<file path="src/tbfc_cfg.svh">
`ifndef TBFC_CFG_SVH
`define TBFC_CFG_SVH

`define TBFC_PRE1          8'h55
`define TBFC_PRE2          8'hFF
`define TBFC_PAD           8'hFF
`define TBFC_BCAST         8'hFF
`define TBFC_FT_TOKEN      8'h00
`define TBFC_FT_PFM        8'h01
`define TBFC_FT_RPFM       8'h02
`define TBFC_FT_IPV6       8'h0A
`define TBFC_DATA_MAX      1501
`define TBFC_DCRC_BYTES    4
`define TBFC_COBS_BLOCK    254
`define TBFC_LEN_BIAS      16'h0002
`define TBFC_CLK_HZ        50000000
`define TBFC_TICK_MS       5
`define TBFC_TICK_CYC      ((`TBFC_CLK_HZ / 1000) * `TBFC_TICK_MS)
`define TBFC_FIFO_DEPTH    16

`endif

</file>
<file path="src/tbfc_pkg.sv">
package tbfc_pkg;

  typedef enum logic [3:0] {
    TX_IDLE = 4'b0000,
    TX_PRE1 = 4'b0001,
    TX_PRE2 = 4'b0010,
    TX_TYPE = 4'b0011,
    TX_DEST = 4'b0100,
    TX_SRC  = 4'b0101,
    TX_LENH = 4'b0110,
    TX_LENL = 4'b0111,
    TX_HCHK = 4'b1000,
    TX_DATA = 4'b1001,
    TX_PAD  = 4'b1010
  } tbfc_tx_e;

  typedef enum logic [3:0] {
    RX_HUNT = 4'b0000,
    RX_PRE2 = 4'b0001,
    RX_TYPE = 4'b0010,
    RX_DEST = 4'b0011,
    RX_SRC  = 4'b0100,
    RX_LENH = 4'b0101,
    RX_LENL = 4'b0110,
    RX_HCHK = 4'b0111,
    RX_HVER = 4'b1000,
    RX_DATA = 4'b1001,
    RX_DVER = 4'b1010
  } tbfc_rx_e;

  typedef enum logic [2:0] {
    KIND_TOKEN = 3'b000,
    KIND_PFM   = 3'b001,
    KIND_RPFM  = 3'b010,
    KIND_IPV6  = 3'b011,
    KIND_OTHER = 3'b100
  } tbfc_kind_e;

endpackage

</file>
<file path="src/tbfc_stream_if.sv">
`timescale 1ns/1ps
`default_nettype none

interface tbfc_stream_if #(
  parameter int WIDTH = 8
);
  logic             valid;
  logic             ready;
  logic [WIDTH-1:0] data;

  modport src (output valid, output data, input ready);
  modport snk (input valid, input data, output ready);
endinterface

`default_nettype wire

</file>
<file path="src/tbfc_fifo.sv">
`timescale 1ns/1ps
`default_nettype none

module tbfc_fifo #(
  parameter int WIDTH = 8,
  parameter int DEPTH = 16
) (
  input  wire logic             clk_in,
  input  wire logic             rst_in,
  input  wire logic             wr_valid_in,
  input  wire logic [WIDTH-1:0] wr_data_in,
  output var  logic             wr_ready_out,
  tbfc_stream_if.src            rd
);
  localparam int AW = $clog2(DEPTH);

  logic [WIDTH-1:0] mem [DEPTH];
  logic [AW-1:0]    wr_ptr_r;
  logic [AW-1:0]    rd_ptr_r;
  logic [AW:0]      count_r;
  logic             push;
  logic             pop;

  assign wr_ready_out = (count_r != (AW+1)'(DEPTH));
  assign rd.valid     = (count_r != '0);
  assign rd.data      = mem[rd_ptr_r];
  assign push         = wr_valid_in && wr_ready_out;
  assign pop          = rd.valid && rd.ready;

  always_ff @(posedge clk_in) begin
    if (push) begin
      mem[wr_ptr_r] <= wr_data_in;
    end
  end

  always_ff @(posedge clk_in or posedge rst_in) begin
    if (rst_in) begin
      wr_ptr_r <= '0;
      rd_ptr_r <= '0;
      count_r  <= '0;
    end else begin
      if (push) begin
        wr_ptr_r <= (wr_ptr_r == AW'(DEPTH-1)) ? '0 : wr_ptr_r + 1'b1;
      end
      if (pop) begin
        rd_ptr_r <= (rd_ptr_r == AW'(DEPTH-1)) ? '0 : rd_ptr_r + 1'b1;
      end
      if (push && !pop) begin
        count_r <= count_r + 1'b1;
      end else if (pop && !push) begin
        count_r <= count_r - 1'b1;
      end
    end
  end
endmodule

`default_nettype wire

</file>
<file path="src/tbfc_frame_codec.sv">
// What this block does
// - every sent frame opens with octets 0x55 then 0xFF
// - frame type octet follows preamble; receiver classifies frames by it
// - destination address octet, then source address octet
// - two-octet length, most significant octet first, both directions
// - one header check octet closes the header before data
// - payloads from zero to 1501 octets are accepted and generated
// - data followed by 32-bit check value, low octet first
// - encoded data and check sent together, omitted when length is zero
// - optional single 0xFF pad after frame; receiver tolerates either
// - type 0 token, 1 poll-for-master, 2 reply to poll
// - data frames start only while the token is held
// - after the configured frame count the token must be passed on
// - a 5 ms timer tick is provided for link timing
// - type 10 marks encapsulated IPv6 frames
// - non-zero length equals encoded octet count minus two
// - header check covers type, addresses and length
// - destination 255 is broadcast; source 255 never used
`timescale 1ns/1ps
`default_nettype none
`include "tbfc_cfg.svh"

module tbfc_frame_codec import tbfc_pkg::*; #(
  parameter int unsigned TICK_CYC   = `TBFC_TICK_CYC,
  parameter int          FIFO_DEPTH = `TBFC_FIFO_DEPTH
) (
  input  wire logic        clk_in,
  input  wire logic        rst_in,
  input  wire logic [7:0]  my_addr_in,
  input  wire logic        token_held_in,
  input  wire logic [7:0]  max_frames_in,
  output var  logic        pass_due_out,
  output var  logic        tick_5ms_out,
  input  wire logic        tx_req_in,
  input  wire logic [7:0]  tx_type_in,
  input  wire logic [7:0]  tx_dest_in,
  input  wire logic [15:0] tx_len_in,
  input  wire logic [7:0]  tx_hchk_in,
  input  wire logic        tx_pad_in,
  output var  logic        tx_busy_out,
  output var  logic        tx_refused_out,
  output var  logic        tx_done_out,
  input  wire logic        pay_valid_in,
  input  wire logic [7:0]  pay_data_in,
  output var  logic        pay_ready_out,
  output var  logic        tx_valid_out,
  output var  logic [7:0]  tx_byte_out,
  input  wire logic        tx_ready_in,
  output var  logic        drv_oe_n_out,
  input  wire logic        rx_valid_in,
  input  wire logic [7:0]  rx_byte_in,
  input  wire logic        rx_hchk_ok_in,
  input  wire logic        rx_dchk_ok_in,
  output var  logic        rx_hdr_valid_out,
  output var  logic [7:0]  rx_type_out,
  output var  logic [2:0]  rx_kind_out,
  output var  logic [7:0]  rx_dest_out,
  output var  logic [7:0]  rx_src_out,
  output var  logic [15:0] rx_len_out,
  output var  logic        rx_data_valid_out,
  output var  logic [7:0]  rx_data_out,
  output var  logic        rx_frame_ok_out,
  output var  logic        rx_hdr_err_out,
  output var  logic        rx_data_err_out
);
  // longest length field: data plus check, plus stuffing overhead, less bias
  localparam int LEN_MAX = `TBFC_DATA_MAX + `TBFC_DCRC_BYTES
    + (`TBFC_DATA_MAX + `TBFC_DCRC_BYTES + `TBFC_COBS_BLOCK - 1) / `TBFC_COBS_BLOCK
    - 2;

  function automatic logic is_ctrl(input logic [7:0] ft);
    is_ctrl = (ft == `TBFC_FT_TOKEN) || (ft == `TBFC_FT_PFM) || (ft == `TBFC_FT_RPFM);
  endfunction

  // encoded octets on the wire for a given length field
  function automatic logic [15:0] wire_count(input logic [15:0] len);
    wire_count = len + `TBFC_LEN_BIAS;
  endfunction

  tbfc_stream_if #(.WIDTH(8)) pay_q ();

  tbfc_fifo #(.WIDTH(8), .DEPTH(FIFO_DEPTH)) u_fifo (
    .clk_in       (clk_in),
    .rst_in       (rst_in),
    .wr_valid_in  (pay_valid_in),
    .wr_data_in   (pay_data_in),
    .wr_ready_out (pay_ready_out),
    .rd           (pay_q)
  );

  logic [31:0] tick_cnt_r;
  always_ff @(posedge clk_in or posedge rst_in) begin
    if (rst_in) begin
      tick_cnt_r   <= '0;
      tick_5ms_out <= 1'b0;
    end else if (tick_cnt_r == TICK_CYC - 1) begin
      tick_cnt_r   <= '0;
      tick_5ms_out <= 1'b1;
    end else begin
      tick_cnt_r   <= tick_cnt_r + 32'h0000_0001;
      tick_5ms_out <= 1'b0;
    end
  end

  tbfc_tx_e    tx_st_r;
  logic [7:0]  t_type_r;
  logic [7:0]  t_dest_r;
  logic [15:0] t_len_r;
  logic [7:0]  t_hchk_r;
  logic        t_pad_r;
  logic [15:0] t_cnt_r;
  logic [7:0]  frames_r;
  logic        can_load;
  logic        accept;
  logic        refuse;

  assign pass_due_out = token_held_in && (frames_r >= max_frames_in);
  assign can_load     = !tx_valid_out || tx_ready_in;
  assign tx_busy_out  = (tx_st_r != TX_IDLE);
  assign drv_oe_n_out = (tx_st_r == TX_IDLE) && !tx_valid_out;
  assign pay_q.ready  = (tx_st_r == TX_DATA) && can_load;

  always_comb begin
    refuse = 1'b0;
    // own address must not be broadcast
    if (my_addr_in == `TBFC_BCAST) begin
      refuse = 1'b1;
    end
    if (tx_len_in > 16'(LEN_MAX)) begin
      refuse = 1'b1;
    end
    if (!is_ctrl(tx_type_in) && (!token_held_in || pass_due_out)) begin
      refuse = 1'b1;
    end
  end
  assign accept = tx_req_in && (tx_st_r == TX_IDLE) && !refuse;

  always_ff @(posedge clk_in or posedge rst_in) begin
    if (rst_in) begin
      tx_refused_out <= 1'b0;
    end else begin
      tx_refused_out <= tx_req_in && (tx_st_r == TX_IDLE) && refuse;
    end
  end

  // count data frames while token held
  always_ff @(posedge clk_in or posedge rst_in) begin
    if (rst_in) begin
      frames_r <= '0;
    end else if (!token_held_in) begin
      frames_r <= '0;
    end else if (accept && !is_ctrl(tx_type_in)) begin
      frames_r <= frames_r + 8'h01;
    end
  end

  always_ff @(posedge clk_in or posedge rst_in) begin
    if (rst_in) begin
      t_type_r <= '0;
      t_dest_r <= '0;
      t_len_r  <= '0;
      t_hchk_r <= '0;
      t_pad_r  <= 1'b0;
    end else if (accept) begin
      t_type_r <= tx_type_in;
      t_dest_r <= tx_dest_in;
      t_len_r  <= tx_len_in;
      t_hchk_r <= tx_hchk_in;
      t_pad_r  <= tx_pad_in;
    end
  end

  always_ff @(posedge clk_in or posedge rst_in) begin
    if (rst_in) begin
      tx_st_r      <= TX_IDLE;
      tx_valid_out <= 1'b0;
      tx_byte_out  <= '0;
      t_cnt_r      <= '0;
      tx_done_out  <= 1'b0;
    end else begin
      tx_done_out <= 1'b0;
      if (tx_valid_out && tx_ready_in) begin
        tx_valid_out <= 1'b0;
      end
      if (can_load) begin
        case (tx_st_r)
          TX_IDLE: begin
            if (accept) begin
              tx_st_r <= TX_PRE1;
            end
          end
          TX_PRE1: begin
            tx_byte_out  <= `TBFC_PRE1;
            tx_valid_out <= 1'b1;
            tx_st_r      <= TX_PRE2;
          end
          TX_PRE2: begin
            tx_byte_out  <= `TBFC_PRE2;
            tx_valid_out <= 1'b1;
            tx_st_r      <= TX_TYPE;
          end
          TX_TYPE: begin
            tx_byte_out  <= t_type_r;
            tx_valid_out <= 1'b1;
            tx_st_r      <= TX_DEST;
          end
          TX_DEST: begin
            tx_byte_out  <= t_dest_r;
            tx_valid_out <= 1'b1;
            tx_st_r      <= TX_SRC;
          end
          TX_SRC: begin
            tx_byte_out  <= my_addr_in;
            tx_valid_out <= 1'b1;
            tx_st_r      <= TX_LENH;
          end
          TX_LENH: begin
            tx_byte_out  <= t_len_r[15:8];
            tx_valid_out <= 1'b1;
            tx_st_r      <= TX_LENL;
          end
          TX_LENL: begin
            tx_byte_out  <= t_len_r[7:0];
            tx_valid_out <= 1'b1;
            tx_st_r      <= TX_HCHK;
          end
          TX_HCHK: begin
            tx_byte_out  <= t_hchk_r;
            tx_valid_out <= 1'b1;
            t_cnt_r      <= wire_count(t_len_r);
            // no data field for zero length
            if (t_len_r == 16'h0000) begin
              tx_st_r <= t_pad_r ? TX_PAD : TX_IDLE;
              tx_done_out <= !t_pad_r;
            end else begin
              tx_st_r <= TX_DATA;
            end
          end
          TX_DATA: begin
            if (pay_q.valid) begin
              tx_byte_out  <= pay_q.data;
              tx_valid_out <= 1'b1;
              t_cnt_r      <= t_cnt_r - 16'h0001;
              if (t_cnt_r == 16'h0001) begin
                tx_st_r     <= t_pad_r ? TX_PAD : TX_IDLE;
                tx_done_out <= !t_pad_r;
              end
            end
          end
          TX_PAD: begin
            tx_byte_out  <= `TBFC_PAD;
            tx_valid_out <= 1'b1;
            tx_st_r      <= TX_IDLE;
            tx_done_out  <= 1'b1;
          end
          default: begin
            tx_st_r <= TX_IDLE;
          end
        endcase
      end
    end
  end

  tbfc_rx_e    rx_st_r;
  logic [15:0] r_cnt_r;
  logic        for_me;

  // accept own address or broadcast; reject source 255
  assign for_me = ((rx_dest_out == my_addr_in) || (rx_dest_out == `TBFC_BCAST))
    && (rx_src_out != `TBFC_BCAST);

  always_ff @(posedge clk_in or posedge rst_in) begin
    if (rst_in) begin
      rx_st_r           <= RX_HUNT;
      r_cnt_r           <= '0;
      rx_type_out       <= '0;
      rx_kind_out       <= KIND_TOKEN;
      rx_dest_out       <= '0;
      rx_src_out        <= '0;
      rx_len_out        <= '0;
      rx_hdr_valid_out  <= 1'b0;
      rx_data_valid_out <= 1'b0;
      rx_data_out       <= '0;
      rx_frame_ok_out   <= 1'b0;
      rx_hdr_err_out    <= 1'b0;
      rx_data_err_out   <= 1'b0;
    end else begin
      rx_hdr_valid_out  <= 1'b0;
      rx_data_valid_out <= 1'b0;
      rx_frame_ok_out   <= 1'b0;
      rx_hdr_err_out    <= 1'b0;
      rx_data_err_out   <= 1'b0;
      case (rx_st_r)
        // hunt for preamble; pad octets fall away here
        RX_HUNT: begin
          if (rx_valid_in && rx_byte_in == `TBFC_PRE1) begin
            rx_st_r <= RX_PRE2;
          end
        end
        RX_PRE2: begin
          if (rx_valid_in) begin
            if (rx_byte_in == `TBFC_PRE2) begin
              rx_st_r <= RX_TYPE;
            end else if (rx_byte_in != `TBFC_PRE1) begin
              rx_st_r <= RX_HUNT;
            end
          end
        end
        RX_TYPE: begin
          if (rx_valid_in) begin
            rx_type_out <= rx_byte_in;
            case (rx_byte_in)
              `TBFC_FT_TOKEN: rx_kind_out <= KIND_TOKEN;
              `TBFC_FT_PFM:   rx_kind_out <= KIND_PFM;
              `TBFC_FT_RPFM:  rx_kind_out <= KIND_RPFM;
              `TBFC_FT_IPV6:  rx_kind_out <= KIND_IPV6;
              default:        rx_kind_out <= KIND_OTHER;
            endcase
            rx_st_r <= RX_DEST;
          end
        end
        RX_DEST: begin
          if (rx_valid_in) begin
            rx_dest_out <= rx_byte_in;
            rx_st_r     <= RX_SRC;
          end
        end
        RX_SRC: begin
          if (rx_valid_in) begin
            rx_src_out <= rx_byte_in;
            rx_st_r    <= RX_LENH;
          end
        end
        RX_LENH: begin
          if (rx_valid_in) begin
            rx_len_out[15:8] <= rx_byte_in;
            rx_st_r          <= RX_LENL;
          end
        end
        RX_LENL: begin
          if (rx_valid_in) begin
            rx_len_out[7:0] <= rx_byte_in;
            rx_st_r         <= RX_HCHK;
          end
        end
        RX_HCHK: begin
          if (rx_valid_in) begin
            r_cnt_r <= wire_count(rx_len_out);
            rx_st_r <= RX_HVER;
          end
        end
        // external engine judges header, one cycle after check octet
        RX_HVER: begin
          if (!rx_hchk_ok_in || rx_len_out > 16'(LEN_MAX)) begin
            rx_hdr_err_out <= 1'b1;
            rx_st_r        <= RX_HUNT;
          end else if (!for_me) begin
            rx_st_r <= RX_HUNT;
          end else begin
            rx_hdr_valid_out <= 1'b1;
            if (rx_len_out == 16'h0000) begin
              rx_frame_ok_out <= 1'b1;
              rx_st_r         <= RX_HUNT;
            end else begin
              rx_st_r <= RX_DATA;
            end
          end
        end
        // count len plus two encoded octets
        RX_DATA: begin
          if (rx_valid_in) begin
            rx_data_out       <= rx_byte_in;
            rx_data_valid_out <= 1'b1;
            r_cnt_r           <= r_cnt_r - 16'h0001;
            if (r_cnt_r == 16'h0001) begin
              rx_st_r <= RX_DVER;
            end
          end
        end
        // data check result one cycle after last octet
        RX_DVER: begin
          rx_st_r <= RX_HUNT;
          if (rx_dchk_ok_in) begin
            rx_frame_ok_out <= 1'b1;
          end else begin
            rx_data_err_out <= 1'b1;
          end
        end
        default: begin
          rx_st_r <= RX_HUNT;
        end
      endcase
    end
  end
endmodule

`default_nettype wire

</file>
<file path="config.mk">
export PLATFORM = sky130hd
export DESIGN_NAME = tbfc_frame_codec
export DESIGN_NICKNAME = d
export VERILOG_FILES = /design/src/tbfc_pkg.sv /design/src/tbfc_stream_if.sv /design/src/tbfc_fifo.sv /design/src/tbfc_frame_codec.sv
export VERILOG_INCLUDE_DIRS = /design/src
export SDC_FILE = /design/constraint.sdc
export NUM_CORES = 1
export LEC_CHECK = 0
export ABC_AREA = 1
export BUFFER_PORTS_ARGS = -buffer_cell sky130_fd_sc_hd__buf_4
export CAP_MARGIN = 20
export CORE_MARGIN = 2
export CORE_UTILIZATION = 35
export CTS_CLUSTER_DIAMETER = 30
export DETAILED_ROUTE_END_ITERATION = 7
export HOLD_SLACK_MARGIN = 0.03
export PLACE_DENSITY = 0.57
export REMOVE_ABC_BUFFERS = 1
export SLEW_MARGIN = 15
export SYNTH_ARGS = -nofsm -noshare
export SYNTH_HDL_FRONTEND = slang
export SYNTH_SLANG_ARGS = --single-unit
</file>
<file path="constraint.sdc">
create_clock -name clk_in -period 9.2 [get_ports clk_in]
set_input_delay 0.92 -clock clk_in [delete_from_list [all_inputs] [get_ports clk_in]]
set_output_delay 0.92 -clock clk_in [all_outputs]
set_load 0.1 [all_outputs]
</file>
==> impl_metrics.env <==
export IMPL_syn_inst=1961
export IMPL_finalSetupViolCount=0
export IMPL_vias_per_cell=4.947
export IMPL_cts_tree="yes"
export IMPL_critPathLaunchType="flop"
export IMPL_initial_utilization_pct=35.64
export IMPL_fillers=4439
export IMPL_die_w_um=222.2
export IMPL_cts_max_path_buffers=3
export IMPL_overflow=0
export IMPL_first_pass_iters=5
export IMPL_synth_compound_area_share_pct=10.62
export IMPL_grt_pass1_vias=13920
export IMPL_die_area_sq_um=49380
export IMPL_numCtsBuffers=86
export IMPL_worstSetupPathType="flop to flop"
export IMPL_synth_fa_ha_area_share_pct=1.997
export IMPL_hp_class="input pin to asynchronous set/reset pin"
export IMPL_synth_simple_gate_area_share_pct=24.36
export IMPL_dr_wl_met3_um=2698
export IMPL_detail_route_iter0_violations=992
export IMPL_dp_final_hpwl_um=33590
export IMPL_wl_met1_um=21640
export IMPL_place_congestion=0.9342
export IMPL_postRouteAntennaNets=0
export IMPL_leakagePower_nw=9.642
export IMPL_netlist_area_sq_um=16660
export IMPL_final_cell_mix="nand2_1 (429), nor2_1 (262), inv_1 (212)"
export IMPL_wirelength_um=47890
export IMPL_post_cts_resized=0
export IMPL_synth_edf_count=128
export IMPL_critical_path_max_fanout=24
export IMPL_fin_crit_sh_pct=35.85
export IMPL_async_reset_ff_share_pct=61.21
export IMPL_drc=0
export IMPL_final_util_pct=46.06
export IMPL_setup_tns_ns=0
export IMPL_drv_slew=0
export IMPL_syn_area_per_cell_sq_um=8.498
export IMPL_die_h_um=222.2
export IMPL_powerDensity_nw_per_um2=303.8
export IMPL_end_kind="flop"
export IMPL_root_buffer="clkbuf_16"
export IMPL_clock_latency_ns=0.60
export IMPL_tightestPinTransition_ns=0.9211
export IMPL_rows=79
export IMPL_required_ns=9.67
export IMPL_cts_setup_buffers=0
export IMPL_core_sq_um=46750
export IMPL_grt_pass1_wl_um=77180
export IMPL_synth_warnings=0
export IMPL_relSlewSlack_pct=38.36
export IMPL_ioPinCount=154
export IMPL_rsz0062_at_grt="no"
export IMPL_wl_met2_um=22500
export IMPL_dr_max_layer_used="met4"
export IMPL_port_buffers=153
export IMPL_h_tree_depth=3
export IMPL_max_freq_mhz=303.2
export IMPL_hold_viol=0
export IMPL_grt_util_all_layers_pct=19.63
export IMPL_grt_antenna_before_repair=0
export IMPL_cts_hold_buf=0
export IMPL_ys_ff_latch=330
export IMPL_worst_slack_ns=5.902
export IMPL_synthFlopType="dfrtp_1"
export IMPL_hold_ws_ns=0.4228
export IMPL_clock_skew_ns=0.02026
export IMPL_nNetsFinal=2268
export IMPL_yosysSeqAreaShare_pct=53.40
export IMPL_cap_violations=0
export IMPL_period_needed_ns=3.298
export IMPL_cts_sinks=330
export IMPL_synth_area_mux_share_pct=0
export IMPL_grt_max_degree=95
export IMPL_synthXorXnorAreaFrac_pct=2.891
export IMPL_ir_worst_vdd_uv=139.4
export IMPL_avgRoutedWirePerCell_um=16.87
export IMPL_vias=14040
export IMPL_area_delta_synth_final_pct=29.23
export IMPL_power_mw=6.542
export IMPL_path_clk_slew_ns=0.04
export IMPL_synth_cell_types=48
export IMPL_num_antenna_cells=0
export IMPL_place_ws_ns=5.806
export IMPL_layout_commonest_cell="nand2_1"
export IMPL_layout_drive_gt1_share_pct=15.96
export IMPL_status="finished, final reports clean"
export IMPL_arrival_ns=3.77
export IMPL_synth_top_family_by_area="simple AND/OR/NAND/NOR gates"
## cells in the mapped netlist (11+ instances only)
cell type	number	area, sq um
nor4_1	11	68.82
xor2_1	34	297.8
edfxtp_1	128	3844
buf_2	20	100.1
o21ai_1	19	95.09
a21oi_1	53	265.3
nand2_1	429	1610
nand4_1	39	244.0
inv_1	213	799.5
nand3_1	112	560.5
nor3_1	46	230.2
o211ai_1	23	172.7
o22ai_1	24	150.1
dfrtp_1	202	5055
ha_1	25	312.8
clkbuf_1	24	90.09
xnor2_1	21	183.9
inv_2	16	60.06
o21ai_0	179	895.9
nor2_1	262	983.4
nor2_2	14	87.58
## where the power goes
| group | switching [mW] | leakage [nW] | internal, mW |
|---|---|---|---|
| clock | 0.891 | 1.51 | 2.33 |
| combinational | 1.06 | 4.41 | 0.396 |
| sequential | 0.139 | 3.72 | 1.72 |
## path summary, 6_finish.rpt
path / startpoint / endpoint / slack (ns) / cells past startpoint
max: tx_st_r[0] / u_fifo.count_r[4] / 5.90 / 14
min in group clk_in: t_dest_r[5] / t_dest_r[5] / 0.48 / 2
min: rst_in / frames_r[1] / 0.42 / 2
min reg2reg: t_dest_r[5] / t_dest_r[5] / 0.48 / 2
max reg2reg: tx_st_r[0] / u_fifo.count_r[4] / 5.90 / 14
max in group asynchronous: rst_in / rx_data_out[0] / 7.51 / 3
## final cells by class
class / instances / area, sq um / area share (%)
flip-flops and latches: 330 / 8899 / 41.32
multi-input cells: 1348 / 6644 / 30.85
clock buffers: 110 / 2375 / 11.03
repair buffers: 161 / 1209 / 5.612
inverters: 233 / 882.1 / 4.096
clock inverters: 49 / 768.2 / 3.567
well taps: 607 / 759.5 / 3.527
## metrics by stage
stage | cells | area, sq um
2_1_floorplan | 1911 | 16420
3_3_place_gp | 2679 | 18390
3_5_place_dp | 2679 | 18390
4_1_cts | 2838 | 21540
5_1_grt | 2838 | 21540
6_report | 2838 | 21540
## state kept, by name, summed over array words and instances, names as in the netlist, 16 cells and up
signal / flops
r_cnt_r: 16
rx_len_out: 16
t_cnt_r: 16
t_len_r: 16
tick_cnt_r: 32
u_fifo.mem: 128
## routing by layer
metal | vias up | global-route usage, %
li1 | 6942 | -
met1 | 6653 | 26.03
met2 | 376 | 31.93
met3 | 70 | 4.166
met4 | 0 | 6.604
met5 | - | 0
## worst max-delay path, cell delays in order (launching register included)
cell     delay, ns
dfrtp_1       0.50
inv_2         0.13
nor2_2        0.17
nand2_2       0.29
inv_2         0.45
nand3_2       0.25
ha_1          0.30
inv_1         0.13
ha_1          0.28
a21o_1        0.20
a21oi_1       0.16
nand2_1       0.07
nand2_1       0.06
nor2_1        0.04
xor2_1        0.14
## kinds of logic (layout without fill, tap and decap cells)
kind of cell             after synthesis  in the layout
AO/OA/AOI/OAI                        324            324
XOR/XNOR                              55             55
adder cells (fa/ha/maj)               26             26
buffers and inverters                283            553
flip-flops                           330            330
AND/OR/NAND/NOR                      943            943
No activity file was read; power rests on OpenSTA's default activity.
